$ cat config.mk
export PLATFORM = sky130hd
export DESIGN_NAME = ehci_capability_registers
export DESIGN_NICKNAME = d
export VERILOG_FILES = /design/src/ehci_cap_pkg.sv /design/src/cap_word_rom.sv /design/src/ehci_capability_registers.sv
export SDC_FILE = /design/constraint.sdc
export NUM_CORES = 1
export LEC_CHECK = 0
export BUFFER_PORTS_ARGS = -buffer_cell sky130_fd_sc_hd__buf_2
export CORE_MARGIN = 3
export CORE_UTILIZATION = 30
export CTS_CLUSTER_SIZE = 12
export DETAILED_ROUTE_END_ITERATION = 10
export PLACE_DENSITY_LB_ADDON = 0.08
export SKIP_LAST_GASP = 1
export SYNTH_ARGS = -nofsm -noshare
export SYNTH_HDL_FRONTEND = slang
export SYNTH_SLANG_ARGS = --single-unit
$ cat constraint.sdc
create_clock -name core_clk -period 0.8 [get_ports core_clk]
set_input_delay 0 -clock core_clk [delete_from_list [all_inputs] [get_ports core_clk]]
set_output_delay 0 -clock core_clk [all_outputs]
set_load 0.005 [all_outputs]
$ cat src/ehci_cap_pkg.sv
package ehci_cap_pkg;

    // ==========================================================
    // Bus widths and register offsets
    localparam int             ADDR_W           = 8;
    localparam int             DATA_W           = 32;
    localparam int             WORD_SEL_W       = ADDR_W - 2;
    localparam logic [7:0]     CAP_BASE_OFFSET  = 8'h00;
    localparam logic [7:0]     CAP_WORD0_OFFSET = 8'h00;
    localparam logic [7:0]     STRUCT_OFFSET    = 8'h04;

    // ==========================================================
    // Field positions
    localparam int             VERSION_LSB      = 16;
    localparam int             CAPLEN_LSB       = 0;
    localparam int             NCC_LSB          = 12;
    localparam int             NPCC_LSB         = 8;
    localparam int             ROUTING_BIT      = 7;
    localparam int             POWER_BIT        = 4;
    localparam int             NPORTS_LSB       = 0;
    localparam int             FIELD_W          = 4;

    // ==========================================================
    // Values presented by the bank
    localparam logic [15:0]    VERSION_BCD      = 16'h0100;
    localparam logic [7:0]     CAP_BYTE_LENGTH  = 8'h20;
    localparam logic [3:0]     COMPANIONS       = 4'h1;
    localparam logic [3:0]     PORTS_PER_COMP   = 4'h2;
    localparam logic           ROUTING_RULE     = 1'b1;
    localparam logic           POWER_SWITCHES   = 1'b1;
    localparam logic [3:0]     DOWNSTREAM_PORTS = 4'h2;

    // ==========================================================
    // Timing and sizing
    localparam int             READ_LATENCY     = 2;
    localparam int             MAX_PORTS        = 15;
    localparam logic [31:0]    WORD_ZERO        = 32'h00000000;

endpackage

$ cat src/cap_word_rom.sv
`timescale 1ns/10ps

module cap_word_rom
    import ehci_cap_pkg::*;
#(
    parameter logic [15:0] versionBcd  = VERSION_BCD,
    parameter logic [7:0]  capability_byte_length   = CAP_BYTE_LENGTH,
    parameter logic [3:0]  companions  = COMPANIONS,
    parameter logic [3:0]  portsPerCc  = PORTS_PER_COMP,
    parameter logic        routingRule = ROUTING_RULE,
    parameter logic        powerSwitch = POWER_SWITCHES,
    parameter logic [3:0]  nPorts      = DOWNSTREAM_PORTS
) (
    // Clock and reset
    input  wire logic                  core_clk,
    input  wire logic                  nrst,
    // Read request
    input  wire logic                  rdEn,
    input  wire logic [WORD_SEL_W-1:0] wordSel,
    // Registered read data
    output logic      [DATA_W-1:0]     rdData
);

    typedef struct packed {
        logic [DATA_W-1:0] rdData;
    } rom_state_t;

    rom_state_t state;
    rom_state_t next_state;
    logic [DATA_W-1:0] capWord0;
    logic [DATA_W-1:0] structWord;

    // ==========================================================
    // Constant words, reserved bits held at zero
    always_comb begin
        capWord0                                 = WORD_ZERO;
        capWord0[VERSION_LSB +: 16]              = versionBcd;
        capWord0[CAPLEN_LSB +: 8]                = capability_byte_length;
        structWord                               = WORD_ZERO;
        structWord[NCC_LSB +: FIELD_W]           = companions;
        structWord[NPCC_LSB +: FIELD_W]          = portsPerCc;
        structWord[ROUTING_BIT]                  = routingRule;
        structWord[POWER_BIT]                    = powerSwitch;
        structWord[NPORTS_LSB +: FIELD_W]        = nPorts;
    end

    // ==========================================================
    // Word select; anything unmapped reads zero
    always_comb begin
        next_state = state;
        next_state.rdData = WORD_ZERO;
        if (rdEn) begin
            if (wordSel == CAP_WORD0_OFFSET[ADDR_W-1:2]) begin
                next_state.rdData = capWord0;
            end else if (wordSel == STRUCT_OFFSET[ADDR_W-1:2]) begin
                next_state.rdData = structWord;
            end
        end
    end

    always_ff @(posedge core_clk or negedge nrst) begin
        if (!nrst) begin
            state <= '0;
        end else begin
            state <= next_state;
        end
    end

    assign rdData = state.rdData;

endmodule

$ cat src/ehci_capability_registers.sv
`timescale 1ns/10ps

module ehci_capability_registers
    import ehci_cap_pkg::*;
#(
    parameter logic [15:0] versionBcd  = VERSION_BCD,
    parameter logic [7:0]  capability_byte_length   = CAP_BYTE_LENGTH,
    parameter logic [3:0]  companions  = COMPANIONS,
    parameter logic [3:0]  portsPerCc  = PORTS_PER_COMP,
    parameter logic        routingRule = ROUTING_RULE,
    parameter logic        powerSwitch = POWER_SWITCHES,
    parameter logic [3:0]  nPorts      = DOWNSTREAM_PORTS
) (
    // Clock and reset
    input  wire logic                        core_clk,
    input  wire logic                        nrst,
    // Register access from the host bus
    input  wire logic                        regRead,
    input  wire logic                        regWrite,
    input  wire logic [ADDR_W-1:0]           regAddr,
    input  wire logic [DATA_W-1:0]           regWdata,
    output logic      [DATA_W-1:0]           regRdata,
    output logic                             regAck,
    // Structural strap outputs for the rest of the controller
    output logic                             handoffSupported,
    output logic                             highSpeedOnly,
    output logic                             explicitRouting,
    output logic                             powerSwitchPresent,
    output logic      [MAX_PORTS-1:0]        portAddressable,
    output logic      [MAX_PORTS*FIELD_W-1:0] portCompanionMap
);

    // ==========================================================
    // Elaboration checks
    localparam int NCC   = int'(companions);
    localparam int NPCC  = int'(portsPerCc);
    localparam int NPORT = int'(nPorts);

    generate
        if (NPORT < 1 || NPORT > MAX_PORTS) begin : g_badPorts
            $error("downstream port count out of range");
        end
        if (NCC > 0 && (NPCC == 0 || NCC * NPCC < NPORT
                        || (NCC - 1) * NPCC >= NPORT)) begin : g_badCover
            $error("ports per companion inconsistent with port count");
        end
        if (NCC == 0 && NPCC != 0) begin : g_badNone
            $error("ports per companion must be zero without companions");
        end
        if (int'(capability_byte_length) < 8) begin : g_badLength
            $error("capability length overlaps capability words");
        end
    endgenerate

    // ==========================================================
    // Grouped port-to-companion map, one entry per port
    logic [MAX_PORTS*FIELD_W-1:0] groupedMap;
    logic [MAX_PORTS-1:0]         portMask;

    genvar p;
    generate
        for (p = 0; p < MAX_PORTS; p++) begin : g_port
            localparam int COMP = (NCC > 0 && NPCC > 0 && p < NPORT) ? (p / NPCC) + 1 : 0;
            assign groupedMap[p*FIELD_W +: FIELD_W] = COMP[FIELD_W-1:0];
            assign portMask[p] = (p < NPORT);
        end
    endgenerate

    // ==========================================================
    // Word storage
    logic [DATA_W-1:0] romData;

    cap_word_rom #(
        .versionBcd  (versionBcd),
        .capability_byte_length   (capability_byte_length),
        .companions  (companions),
        .portsPerCc  (portsPerCc),
        .routingRule (routingRule),
        .powerSwitch (powerSwitch),
        .nPorts      (nPorts)
    ) u_rom (
        .core_clk (core_clk),
        .nrst     (nrst),
        .rdEn     (regRead),
        .wordSel  (regAddr[ADDR_W-1:2]),
        .rdData   (romData)
    );

    // ==========================================================
    // State
    typedef struct packed {
        logic                         pending;
        logic                         ack;
        logic [DATA_W-1:0]            rdata;
        logic                         handoff;
        logic                         hsOnly;
        logic                         explicitRoute;
        logic                         powerSw;
        logic [MAX_PORTS-1:0]         portMask;
        logic [MAX_PORTS*FIELD_W-1:0] portMap;
    } cap_state_t;

    cap_state_t state;
    cap_state_t next_state;

    // Write data is deliberately discarded
    logic unusedWdata;
    assign unusedWdata = ^regWdata;

    always_comb begin
        next_state = state;
        // Writes take the same two-cycle path but carry no data
        next_state.pending       = regRead | regWrite;
        next_state.ack           = state.pending;
        next_state.rdata         = state.pending ? romData : WORD_ZERO;
        next_state.handoff       = (companions != 4'h0);
        next_state.hsOnly        = (companions == 4'h0);
        next_state.explicitRoute = routingRule;
        next_state.powerSw       = powerSwitch;
        next_state.portMask      = portMask;
        next_state.portMap       = groupedMap;
    end

    always_ff @(posedge core_clk or negedge nrst) begin
        if (!nrst) begin
            state <= '0;
        end else begin
            state <= next_state;
        end
    end

    assign regRdata           = state.rdata;
    assign regAck             = state.ack;
    assign handoffSupported   = state.handoff;
    assign highSpeedOnly      = state.hsOnly;
    assign explicitRouting    = state.explicitRoute;
    assign powerSwitchPresent = state.powerSw;
    assign portAddressable    = state.portMask;
    assign portCompanionMap   = state.portMap;

    // ==========================================================
    // Assertions
    property p_word0AtZero;
        @(posedge core_clk) disable iff (!nrst)
        (regRead && regAddr == CAP_WORD0_OFFSET) |-> ##2 (regAck && regRdata != WORD_ZERO);
    endproperty
    a_word0AtZero: assert property (p_word0AtZero) else $error("word 0 not at offset zero");

    property p_versionField;
        @(posedge core_clk) disable iff (!nrst)
        (regRead && regAddr == CAP_WORD0_OFFSET) |-> ##2 (regRdata[31:16] == versionBcd);
    endproperty
    a_versionField: assert property (p_versionField) else $error("version field wrong");

    property p_lengthField;
        @(posedge core_clk) disable iff (!nrst)
        (regRead && regAddr == CAP_WORD0_OFFSET)
            |-> ##2 (regRdata[7:0] == capability_byte_length && regRdata[15:8] == 8'h00);
    endproperty
    a_lengthField: assert property (p_lengthField) else $error("length field wrong");

    property p_companionField;
        @(posedge core_clk) disable iff (!nrst)
        (regRead && regAddr == STRUCT_OFFSET) |-> ##2 (regAck && regRdata[15:12] == companions);
    endproperty
    a_companionField: assert property (p_companionField) else $error("companion count wrong");

    property p_noCompanion;
        @(posedge core_clk) disable iff (!nrst)
        $rose(highSpeedOnly) |-> (!handoffSupported && companions == 4'h0);
    endproperty
    a_noCompanion: assert property (p_noCompanion) else $error("high-speed-only flag wrong");

    property p_handoff;
        @(posedge core_clk) disable iff (!nrst)
        regAck |-> (handoffSupported == (companions != 4'h0)) && (highSpeedOnly != handoffSupported);
    endproperty
    a_handoff: assert property (p_handoff) else $error("hand-off flag wrong");

    property p_groupedMap;
        @(posedge core_clk) disable iff (!nrst)
        regAck |-> (companions == 4'h0 || portCompanionMap[FIELD_W-1:0] == 4'h1);
    endproperty
    a_groupedMap: assert property (p_groupedMap) else $error("first port not on companion 1");

    property p_structBits;
        @(posedge core_clk) disable iff (!nrst)
        (regRead && regAddr == STRUCT_OFFSET) |-> ##2 (regRdata[7] == routingRule
            && regRdata[4] == powerSwitch && regRdata[3:0] == nPorts
            && regRdata[11:8] == portsPerCc);
    endproperty
    a_structBits: assert property (p_structBits) else $error("structural bits wrong");

    property p_writeIgnored;
        @(posedge core_clk) disable iff (!nrst)
        (regWrite && !regRead) |-> ##2 (regAck && regRdata == WORD_ZERO);
    endproperty
    a_writeIgnored: assert property (p_writeIgnored) else $error("write returned data");

    property p_reservedZero;
        @(posedge core_clk) disable iff (!nrst)
        (regRead && regAddr == STRUCT_OFFSET) |-> ##2 (regRdata[31:16] == 16'h0000
            && regRdata[6:5] == 2'b00);
    endproperty
    a_reservedZero: assert property (p_reservedZero) else $error("reserved bits set");

endmodule

# Word level (Yosys, flattened, before mapping)

Index checks and enable logic that the tools add are counted.

Input bits: 44
Output and inout bits: 112
Word-level logic and storage cells: 13
Register bits: 68

Muxes and demuxes: 4
Equality and inequality tests: 1
Bitwise gates (word level): 1
Reduce and logical (&&, ||, !) cells: 1

Operator list:

| operator                                                        | count |
|---|---|
| 32-bit two-way mux                                              | 3 |
| 13-bit two-way mux                                              | 1 |
| 6-bit by 1-bit == test with 1-bit output, second input constant | 1 |
| 6-bit logical NOT                                               | 1 |
| 1-bit bitwise OR                                                | 1 |

# Longest topological paths before layout

Gate-level depths: netlist (run 1).

Depth in word-level cells: 4
Gate-level depth with buffers: 2
Mapped depth without buffers: 2

# Cells and area by module

From an unflattened synthesis (run 1), not the netlist that was laid out.

Cell total of the unflattened synthesis: 188
Area total of the unflattened synthesis: 2043.2 um2

By module, submodules not included:

| module                    | cells an instance | area each (um2) | times used | sequential area each (um2) |
|---|---|---|---|---|
| ehci_capability_registers | 151               | 1730.4          | 1          | 875.8 |
| cap_word_rom              | 37                | 312.8           | 1          | 50.0 |

# Worst setup path after synthesis (run 1)

OpenSTA, ideal clock, no wires.

Kind: flip-flop to flip-flop
Start point: reg state, in the netlist next_state[111]
End point: reg state, in the netlist regRdata[12]
Arrival time: 0.477 ns
Clock period less this slack: 0.596 ns
Buffers on the path: 0
Data required time: 0.681 ns
Cell stages (with the launch flop): 2
Library setup time: 0.119 ns
Slack: 0.204 ns
Cell sequence: dfrtp_1 -> and2_1

Cells in the longest elaborated chain, start to end: 1

RTL lines:

| item                   | line                             | source |
|---|---|---|
| from (decl)            | ehci_capability_registers.sv:103 | `cap_state_t state;` |
| from (signal assigned) | ehci_capability_registers.sv:128 | `state <= next_state;` |
| 32-bit two-way mux     | ehci_capability_registers.sv:115 | `next_state.rdata = state.pending ? romData : WORD_ZERO;` |

No other way between the ends.

# Worst setup path after layout (run 1)

Start point: reg state, in the netlist explicitRouting
End point: out explicitRouting

RTL lines:

| item      | line                            | source |
|---|---|---|
| to (decl) | ehci_capability_registers.sv:27 | `output logic explicitRouting,` |

No word-level cell between the ends.

==> results by group, run 1 <==
Die
  – Die area: 4230 µm²
  – # IOs: 156
  – Initial Util: 0.329
  – Std cell rows: 20
  – Die Width: 65.1 µm
  – Die H: 65.1 µm
  – Core area: 3180 µm²

Setup path
  – Number of cells on the critical path: 1
  – Reg2reg path depth: 1
  – Critical path's largest stage delay: 0.41 ns
  – Crit start category: flip-flop
  – Crit-path cells: buf_2
  – Worst Path Max Fanout: 7
  – Reg2reg setup slack: 0.17 ns
  – Crit path from: explicitRouting
  – Critical path required time: 0.80 ns
  – Critical Path AT: 0.81 ns
  – Critical path's slowest cell: dfrtp_1
  – Reg-to-reg startpoint: next_state[111]
  – Setup crit end kind: primary output
  – CP delay by family, top: flip-flops
  – Critical path type: flip-flop to primary output
  – Crit path buf inv count: 1
  – Crit path to: explicitRouting
  – Reg2reg end: regRdata[5]

Global route
  – Vias in the first global route: 277
  – Antenna violations before repair: 0
  – Largest net degree at the start of global routing: 8
  – Global-route wire length before repair: 1160 µm
  – GRT Total Usage: 0.0390
  – Grt total ovfl: 0

Routing
  – Drt pass-1 iters: 1
  – Drt total wl: 1220 µm
  – Routed WL per cell: 6.50 µm
  – Remaining antenna violation count: 0
  – Via density: 2.56
  – Drt initial violations: 0
  – Vias: 481
  – DRC viols: 0

Place
  – PortBufs: 24
  – DP HPWL: 1090 µm
  – Placer Congestion: 0.585

STA
  – Final hold viol count: 0
  – RSZ-0062 raised after global routing: true
  – Final Critical Period: 0.805 ns
  – Worst Setup Slack, final: -0.00549 ns
  – Period Utilization, post-route: 1.01
  – Final setup skew: 0.00255 ns
  – Slew Limit Fails: 0
  – Maximum achievable frequency: 1240 MHz
  – Hold_ws: 0.0647 ns
  – Final setup fails: 8
  – Setup tns final: -0.0365 ns

Clock tree
  – Sink Count: 7
  – CTS tree: built
  – Clock Root Buffer: clkbuf_4
  – Clock latency at the later pin of the worst-skew pair: 0.25 ns
  – Inserted Clock Buffers: 3
  – CTS HTree Levels: 1
  – Maximum clock path buffer count: 2
  – Post-cts gate resize count: 0
  – Clock-pin transition on the worst setup and hold timing paths: 0.05 ns
  – Setup Fix Bufs, Post-CTS: 0

Min path
  – Worst min path class: primary input to flip-flop

Synthesis
  – Mapped Cells: 124
  – Post-synthesis register bit count: 7
  – Register area share after synthesis: 0.167
  – Syn Area/Cell: 8.44 µm²
  – Synthesized cell area: 1050 µm²
  – Post-synth cell types: 9
  – Yosys Warn Count: 0

Job
  – Max Cap Viol: 0

Status
  – Violated checks: setup timing
  – Outcome: finished with violations

Cells and area
  – Multi-input gate area: 420 µm²
  – Reg area: 175 µm²
  – Fin nets: 189
  – ANT cells: 0
  – Layout cells sized above 1: 0.201
  – # fillers: 351
  – Most frequent cells in the layout: conb_1, buf_2, dfrtp_1
  – Area Overhead vs Synth: -20.0%
  – Most common cell after layout, fill and taps aside: conb_1

Power
  – Pwr Density: 1050 nW/µm²
  – LEAKAGE: 0.000569 µW
  – Max IR drop VDD: 0.232 mV
cell families (layout without fill, tap and decap cells):
| group | Yosys count | after routing | synth area share |
|---|---|---|---|
| other cells | 2 | 98 | 0.00718 |
| simple gates | 7 | 7 | 0.0502 |
| flops | 7 | 7 | 0.167 |
| buf+inv | 108 | 32 | 0.775 |
worst min-delay path by stage:
stage,depth (start not counted),slack [ns],end,startpoint
after floorplan,0,-0.30,explicitRouting,nrst
after global placement,1,-0.16,regRdata[5],nrst
after detailed placement,1,-0.16,regRdata[5],nrst
after CTS,2,-0.04,next_state[111],regRead
after global routing,3,0.05,u_rom.rdData[5],regAddr[3]
final,3,0.06,u_rom.rdData[5],regAddr[6]
layout make-up:
class / count / share of cell area
sequential: 7 / 0.209
tap: 44 / 0.0658
timing repair buffer: 28 / 0.191
multi-input combinational: 105 / 0.502
clock buffer: 4 / 0.0314
flip-flops by register name (all words and copies together) (netlist names):
name,count
regRdata,2
next_state,1
regAck,1
explicitRouting,1
u_rom.rdData,2
report_power, final:
group	total [µW]	internal, µW	leakage, µW	switching [µW]
Combinational	191	47.7	0.000466	143
Clock	320	190	0.0000150	130
Sequential	369	363	0.0000880	5.44
Total	879	601	0.000569	278
per-stage QoR:
step                area (µm²)   util  total power, µW  worst slack (ns)  cells
finish                     837  0.263              879          -0.00549    188
CTS                        827  0.260              880           -0.0244    187
global placement           771  0.243              537             0.138    180
global route               837  0.263              958           -0.0508    188
floorplan                 1410      -              852             0.204    220
detailed placement         771  0.243              537             0.149    180
per-layer routing:
| metal | share of wire | GRT usage | up-vias |
|---|---|---|---|
| met5 | 0 | 0 | - |
| met4 | 0.012 | 0.0233 | 0 |
| met3 | 0.24 | 0.0329 | 4 |
| met2 | 0.58 | 0.0741 | 65 |
| met1 | 0.17 | 0.0231 | 204 |
| li1 | - | - | 208 |
cell usage after synthesis:
cell type	number	area [µm²]
and2_1	2	12.5
conb_1	2	7.51
buf_4	108	811
and3b_1	1	8.76
and3_1	1	6.26
or2_2	1	6.26
nor2_1	1	3.75
nor4b_2	1	15.0
dfrtp_1	7	175
timing repair:
item                                    in CTS  in global routing
hold buffers                                 3                  1
pin swaps                                    0                  0
endpoints found under the setup margin       7                 12
endpoints found under the hold margin        9                  1
Note: power is estimated with default switching activity, not from simulation.
==> inputs of run 2 (changes only) <==
--- a/config.mk
+++ b/config.mk
@@ -10,7 +10,9 @@
 export CORE_UTILIZATION = 30
 export CTS_CLUSTER_SIZE = 12
 export DETAILED_ROUTE_END_ITERATION = 10
+export MAX_ROUTING_LAYER = met4
 export PLACE_DENSITY_LB_ADDON = 0.08
+export REMOVE_ABC_BUFFERS = 1
 export SKIP_LAST_GASP = 1
 export SYNTH_ARGS = -nofsm -noshare
 export SYNTH_HDL_FRONTEND = slang
==> run 2 against run 1 <==
The run ends with hold timing, setup timing left; die area unchanged; clock-buffer cell count did not move; design area is 2.4% lower; sequential share of layout area increased by 0.51 points; combinational power decreased by 5%; maximum frequency shrank 0.12%; first-iteration DRC count is 5 higher; worst hold slack lost 0.092 ns; non-clock buffer count shrank 2; critical path type unchanged; largest cell class unchanged; highest routed layer is now met3.
==> results by group, run 2 (same netlist as run 1, synthesis figures left out) <==
Setup path
  – Critical path required time: 0.80 ns (about the same)
  – Critical path's slowest cell: dfrtp_1 (unchanged)
  – Crit start category: flip-flop (unchanged)
  – CP delay by family, top: flip-flops (unchanged)
  – Critical Path AT: 0.81 ns (about the same)
  – Crit path buf inv count: 1 (unchanged)
  – Crit-path cells: buf_2 (unchanged)
  – Critical path's largest stage delay: 0.41 ns (about the same)
  – Worst Path Max Fanout: 7 (unchanged)
  – Critical path type: flip-flop to primary output (unchanged)
  – Setup crit end kind: primary output (unchanged)

Power
  – Pwr Density: 1050 nW/µm² (about the same)
  – Max IR drop VDD: 0.332 mV (was 0.232 mV)
  – LEAKAGE: 0.000560 µW (was 0.000569 µW)

Clock tree
  – Clock-pin transition on the worst setup and hold timing paths: 0.05 ns (about the same)
  – Clock Root Buffer: clkbuf_4 (unchanged)
  – Sink Count: 7 (unchanged)
  – CTS tree: built (unchanged)
  – Inserted Clock Buffers: 3 (unchanged)
  – Maximum clock path buffer count: 2 (unchanged)
  – CTS HTree Levels: 1 (unchanged)
  – Clock latency at the later pin of the worst-skew pair: 0.24 ns (was 0.25 ns)
  – CTS Hold Bufs: 2 (was 3)
  – Setup Fix Bufs, Post-CTS: 0 (unchanged)

Routing
  – Remaining antenna violation count: 0 (unchanged)
  – Via density: 2.47 (was 2.56)
  – Vias: 460 (was 481)
  – Routed WL per cell: 6.50 µm (unchanged)
  – Drt pass-1 iters: 4 (was 1)
  – DRC viols: 0 (unchanged)
  – Drt initial violations: 5 (was 0)
  – Drt total wl: 1210 µm (was 1220 µm)

STA
  – Final setup skew: 0.00683 ns (was 0.00255 ns)
  – Slew Limit Fails: 0 (unchanged)
  – Setup tns final: -0.0261 ns (was -0.0365 ns)
  – Maximum achievable frequency: 1240 MHz (about the same)
  – Hold_ws: -0.0269 ns (was 0.0647 ns)
  – Final hold viol count: 1 (was 0)
  – Period Utilization, post-route: 1.01 (about the same)
  – Final Critical Period: 0.806 ns (was 0.805 ns)
  – RSZ-0062 raised after global routing: true (unchanged)
  – Final setup fails: 7 (was 8)
  – Worst Setup Slack, final: -0.00645 ns (was -0.00549 ns)

Cells and area
  – Layout cells sized above 1: 0.204 (was 0.201)
  – Most frequent cells in the layout: conb_1, buf_2, dfrtp_1 (unchanged)
  – ANT cells: 0 (unchanged)
  – Final cell count without fillers: 186 (was 188)
  – Fin area: 817 µm² (was 837 µm²)
  – Most common cell after layout, fill and taps aside: conb_1 (unchanged)
  – Fin nets: 187 (was 189)
  – Area Overhead vs Synth: -21.9% (was -20.0%)

Die
  – # IOs: 156 (unchanged)
  – Initial Util: 0.329 (unchanged)
  – Std cell rows: 20 (unchanged)
  – Die H: 65.1 µm (unchanged)
  – Core area: 3180 µm² (unchanged)
  – Die area: 4230 µm² (unchanged)
  – Die Width: 65.1 µm (unchanged)

Status
  – Violated checks: hold timing, setup timing (was setup timing)
  – Outcome: finished with violations (unchanged)

Job
  – Max Cap Viol: 0 (unchanged)

Global route
  – Grt total ovfl: 0 (unchanged)
  – Vias in the first global route: 271 (was 277)
  – Global-route wire length before repair: 1090 µm (was 1160 µm)
  – Antenna violations before repair: 0 (unchanged)
  – GRT Total Usage: 0.0367 (was 0.0390)
  – Largest net degree at the start of global routing: 8 (unchanged)

Place
  – Placed cell count: 180 (unchanged)
  – Placer Congestion: 0.538 (was 0.585)
  – Post-placement setup slack: 0.142 ns (was 0.149 ns)
  – DP HPWL: 1140 µm (was 1090 µm)
  – PortBufs: 24 (unchanged)
  – DP Area: 771 µm² (unchanged)

Min path
  – Worst min path class: primary input to flip-flop (unchanged)
-- run 2: changes by cell type in the layout (fill, tap and decap cells not counted) --
cell / change
dlygate4sd3_1: -2
-- run 2: power by group --
group	leakage [µW]	internal, µW	switching, µW
logic	0.000457	41.3	141
clock network	0.0000150	189	115
registers	0.0000880	364	5.57
total	0.000560	594	262
-- run 2: final timing paths --
| check | start | endpoint | slack, ns | cells after the start |
|---|---|---|---|---|
| min | regRead | next_state[111] | -0.03 | 2 |
| max | explicitRouting | portAddressable[1] | -0.006 | 1 |
| min in group asynchronous | nrst | regRdata[5] | 0.11 | 2 |
| max in group asynchronous | nrst | next_state[111] | 0.53 | 2 |
| min reg2reg | next_state[111] | regAck | 0.38 | 0 |
| max reg2reg | next_state[111] | regRdata[5] | 0.18 | 1 |
-- run 2: layout make-up --
class	instances	area (µm²)
Clock buffer	4	26.3
Fill cell	357	2360
Multi-Input combinational cell	105	420
Sequential cell	7	175
Tap cell	44	55.1
Timing Repair Buffer	26	140
-- run 2: what timing repair did --
item / 4_1_cts / 5_1_grt
setup endpoints to repair: 8 / 12
pin swaps: 0 / 0
resized for setup: 0 / 0
gates cloned: 0 / 0
hold endpoints to repair: 8 / 1
-- run 2: per-stage QoR --
step / total power, µW / utilization
floorplan: 485 / -
global placement: 536 / 0.243
detailed placement: 536 / 0.243
CTS: 862 / 0.257
global route: 937 / 0.257
finish: 856 / 0.257
-- run 2: layer usage --
metal	share of wire	track usage	wire length, µm
met1	0.21	0.0325	255
met4	0	0.00777	0
met5	0	-	0
met2	0.52	0.0524	631
met3	0.27	0.0416	322
==> inputs of run 3 (changes only) <==
--- a/config.mk
+++ b/config.mk
@@ -5,6 +5,7 @@
 export SDC_FILE = /design/constraint.sdc
 export NUM_CORES = 1
 export LEC_CHECK = 0
+export ABC_AREA = 1
 export BUFFER_PORTS_ARGS = -buffer_cell sky130_fd_sc_hd__buf_2
 export CORE_MARGIN = 3
 export CORE_UTILIZATION = 30
==> run 3 against run 2 <==
The run ends with setup timing left; first-iteration DRC count grew to 3.0 times the previous value; non-clock buffer count rose by 1; final cell count grew 4.3%; critical endpoint is now handoffSupported; largest power group unchanged.
==> results by group, run 3 <==
Status
  – Outcome: finished with violations (unchanged)
  – Violated checks: setup timing (was hold timing, setup timing)

Setup path
  – Critical path required time: 0.80 ns (about the same)
  – Critical path type: flip-flop to primary output (unchanged)
  – Setup crit end kind: primary output (unchanged)
  – Crit-path cells: buf_2 (unchanged)
  – Critical Path AT: 0.80 ns (was 0.81 ns)
  – Critical path's largest stage delay: 0.41 ns (about the same)
  – Crit path buf inv count: 1 (unchanged)
  – Worst Path Max Fanout: 7 (unchanged)
  – CP delay by family, top: flip-flops (unchanged)
  – Crit start category: flip-flop (unchanged)
  – Critical path's slowest cell: dfrtp_1 (unchanged)

Routing
  – Remaining antenna violation count: 0 (unchanged)
  – Drt initial violations: 15 (was 5)
  – DRC viols: 0 (unchanged)
  – Drt total wl: 1220 µm (was 1210 µm)
  – Drt pass-1 iters: 4 (unchanged)
  – Vias: 497 (was 460)
  – Via density: 2.56 (was 2.47)
  – Routed WL per cell: 6.29 µm (was 6.50 µm)

STA
  – Final setup fails: 7 (unchanged)
  – Hold_ws: 0.00869 ns (was -0.0269 ns)
  – Period Utilization, post-route: 1.00 (was 1.01)
  – Worst Setup Slack, final: -0.00347 ns (was -0.00645 ns)
  – RSZ-0062 raised after global routing: true (unchanged)
  – Maximum achievable frequency: 1240 MHz (about the same)
  – Slew Limit Fails: 0 (unchanged)
  – Final Critical Period: 0.803 ns (was 0.806 ns)
  – Final hold viol count: 0 (was 1)
  – Final setup skew: 0.00900 ns (was 0.00683 ns)

Global route
  – Grt total ovfl: 0 (unchanged)
  – Global-route wire length before repair: 1190 µm (was 1090 µm)
  – GRT Total Usage: 0.0404 (was 0.0367)
  – GR Util met1: 0.0343 (was 0.0325)
  – Met2 GRT Util: 0.0569 (was 0.0524)
  – Vias in the first global route: 281 (was 271)
  – Antenna violations before repair: 0 (unchanged)
  – Largest net degree at the start of global routing: 8 (unchanged)
  – Busiest layer in global routing: met2 (unchanged)
  – GR Layer Usage met3: 0.0393 (was 0.0416)

Synthesis
  – Post-synth cell types: 8 (was 9)
  – Top-count cell post-synth: buf_4 (unchanged)
  – Post-synthesis register bit count: 7 (unchanged)
  – Fraction of registers with async set/reset: 1.00 (unchanged)
  – Syn Area/Cell: 8.02 µm² (was 8.44 µm²)
  – Register area share after synthesis: 0.167 (about the same)
  – Top cells by area, synth: buf_4, dfrtp_1, inv_1 (was buf_4, dfrtp_1, nor4b_2)
  – Synthesized cell area: 1050 µm² (about the same)
  – Top FF cell, synth: dfrtp_1 (unchanged)
  – Top cells by count, synth: buf_4, dfrtp_1, inv_1, nor2_1, nand2_1 (was buf_4, dfrtp_1, and2_1, conb_1)
  – Area share of the largest cell type after synthesis: 0.771 (was 0.775)
  – Post-synth EDFFs: 0 (unchanged)
  – Mapped Cells: 131 (was 124)
  – Post-synth top area cell: buf_4 (unchanged)
  – Yosys Warn Count: 0 (unchanged)

Power
  – Logic pwr share: 0.217 (was 0.213)
  – Switching share of total power: 0.314 (was 0.306)
  – Pwr Density: 1050 nW/µm² (about the same)
  – Max IR drop VDD: 0.403 mV (was 0.332 mV)
  – Clk network pwr share: 0.359 (was 0.356)
  – Internal: 597 µW (was 594 µW)
  – Sequential share of power: 0.424 (was 0.431)
  – Switching power: 274 µW (was 262 µW)
  – LEAKAGE: 0.000580 µW (was 0.000560 µW)

Job
  – Max Cap Viol: 0 (unchanged)

Clock tree
  – CTS HTree Levels: 1 (unchanged)
  – Maximum clock path buffer count: 2 (unchanged)
  – Clock-pin transition on the worst setup and hold timing paths: 0.05 ns (about the same)
  – Sink Count: 7 (unchanged)
  – CTS tree: built (unchanged)
  – Inserted Clock Buffers: 3 (unchanged)
  – Post-cts gate resize count: 0 (unchanged)
  – Clock latency at the later pin of the worst-skew pair: 0.25 ns (was 0.24 ns)
  – Clock Root Buffer: clkbuf_4 (unchanged)

Place
  – Placer Congestion: 0.555 (was 0.538)
  – DP Area: 776 µm² (was 771 µm²)
  – DP HPWL: 1140 µm (about the same)
  – PortBufs: 24 (unchanged)

Cells and area
  – Fin area: 832 µm² (was 817 µm²)
  – Multi-input gate area: 410 µm² (was 420 µm²)
  – # fillers: 369 (was 357)
  – Layout cells sized above 1: 0.180 (was 0.204)
  – Most frequent cells in the layout: conb_1, buf_2, dfrtp_1 (unchanged)
  – Most common cell after layout, fill and taps aside: conb_1 (unchanged)
  – ANT cells: 0 (unchanged)
  – Final core utilization: 0.260 (was 0.257)
  – Area Overhead vs Synth: -20.8% (was -21.9%)
  – Fin nets: 195 (was 187)
  – Reg area: 175 µm² (unchanged)

Die
  – # IOs: 156 (unchanged)
  – Initial Util: 0.328 (was 0.329)
  – Die area: 4250 µm² (was 4230 µm²)
  – Core area: 3200 µm² (was 3180 µm²)
  – Die Width: 65.2 µm (was 65.1 µm)
  – Std cell rows: 20 (unchanged)
  – Die H: 65.2 µm (was 65.1 µm)

Min path
  – Worst min path class: primary input to flip-flop (unchanged)
[run 3: worst min-delay path, delay by kind of cell]
family	cells	cell delay, ns
buffers and inverters	1	0.07
AND/OR/NAND/NOR	3	0.14
[run 3: logic make-up after synthesis]
| family | Yosys count | synth area share |
|---|---|---|
| other | 2 | 0.00715 |
| flip-flops | 7 | 0.167 |
| buffers and inverters | 112 | 0.786 |
| AND/OR/NAND/NOR | 10 | 0.0405 |
[run 3: what timing repair did]
action / CTS / global route
setup endpoints to repair: 9 / 12
hold buffers: 3 / 0
gates cloned: 0 / 0
buffers inserted: 0 / 0
endpoints found under the hold margin: 8 / 0
[run 3: stage by stage]
| stage | cells | power, µW | TNS (ns) | setup slack (ns) |
|---|---|---|---|---|
| finish | 194 | 871 | -0.0147 | -0.00347 |
| global route | 194 | 954 | -0.470 | -0.0535 |
| CTS | 194 | 878 | -0.139 | -0.0218 |
| detailed placement | 187 | 540 | 0 | 0.207 |
| global placement | 187 | 539 | 0 | 0.216 |
| floorplan | 119 | 488 | 0 | 0.244 |
[run 3: path summary, 6_finish.rpt]
path                                 start  cells past startpoint          endpoint  slack (ns)
min in group asynchronous             nrst                      2      regRdata[12]        0.11
max in group asynchronous             nrst                      2   u_rom.rdData[5]        0.53
max reg2reg                next_state[111]                      2      regRdata[12]        0.22
min reg2reg                next_state[111]                      0            regAck        0.39
min                             regAddr[6]                      4   u_rom.rdData[5]       0.009
max                        explicitRouting                      1  handoffSupported      -0.003
[run 3: per-layer routing]
metal / routed length [µm] / up-vias
met5: 0 / -
met4: 8 / 0
met3: 319 / 2
met2: 617 / 70
met1: 274 / 205
li1: - / 220
[run 3: area by class of cell]
cell class | count | share of cell area
Clock buffer | 4 | 0.0316
Inverter | 4 | 0.0180
Multi-Input combinational cell | 108 | 0.493
Sequential cell | 7 | 0.211
Tap cell | 44 | 0.0662
Timing Repair Buffer | 27 | 0.180
[run 3: power groups by stage]
stage	Combinational [µW]	Clock, µW	Sequential [µW]
global placement	163	0	375
CTS	175	332	370
global route	224	360	371
finish	189	313	370
floorplan	108	0	380
detailed placement	164	0	376
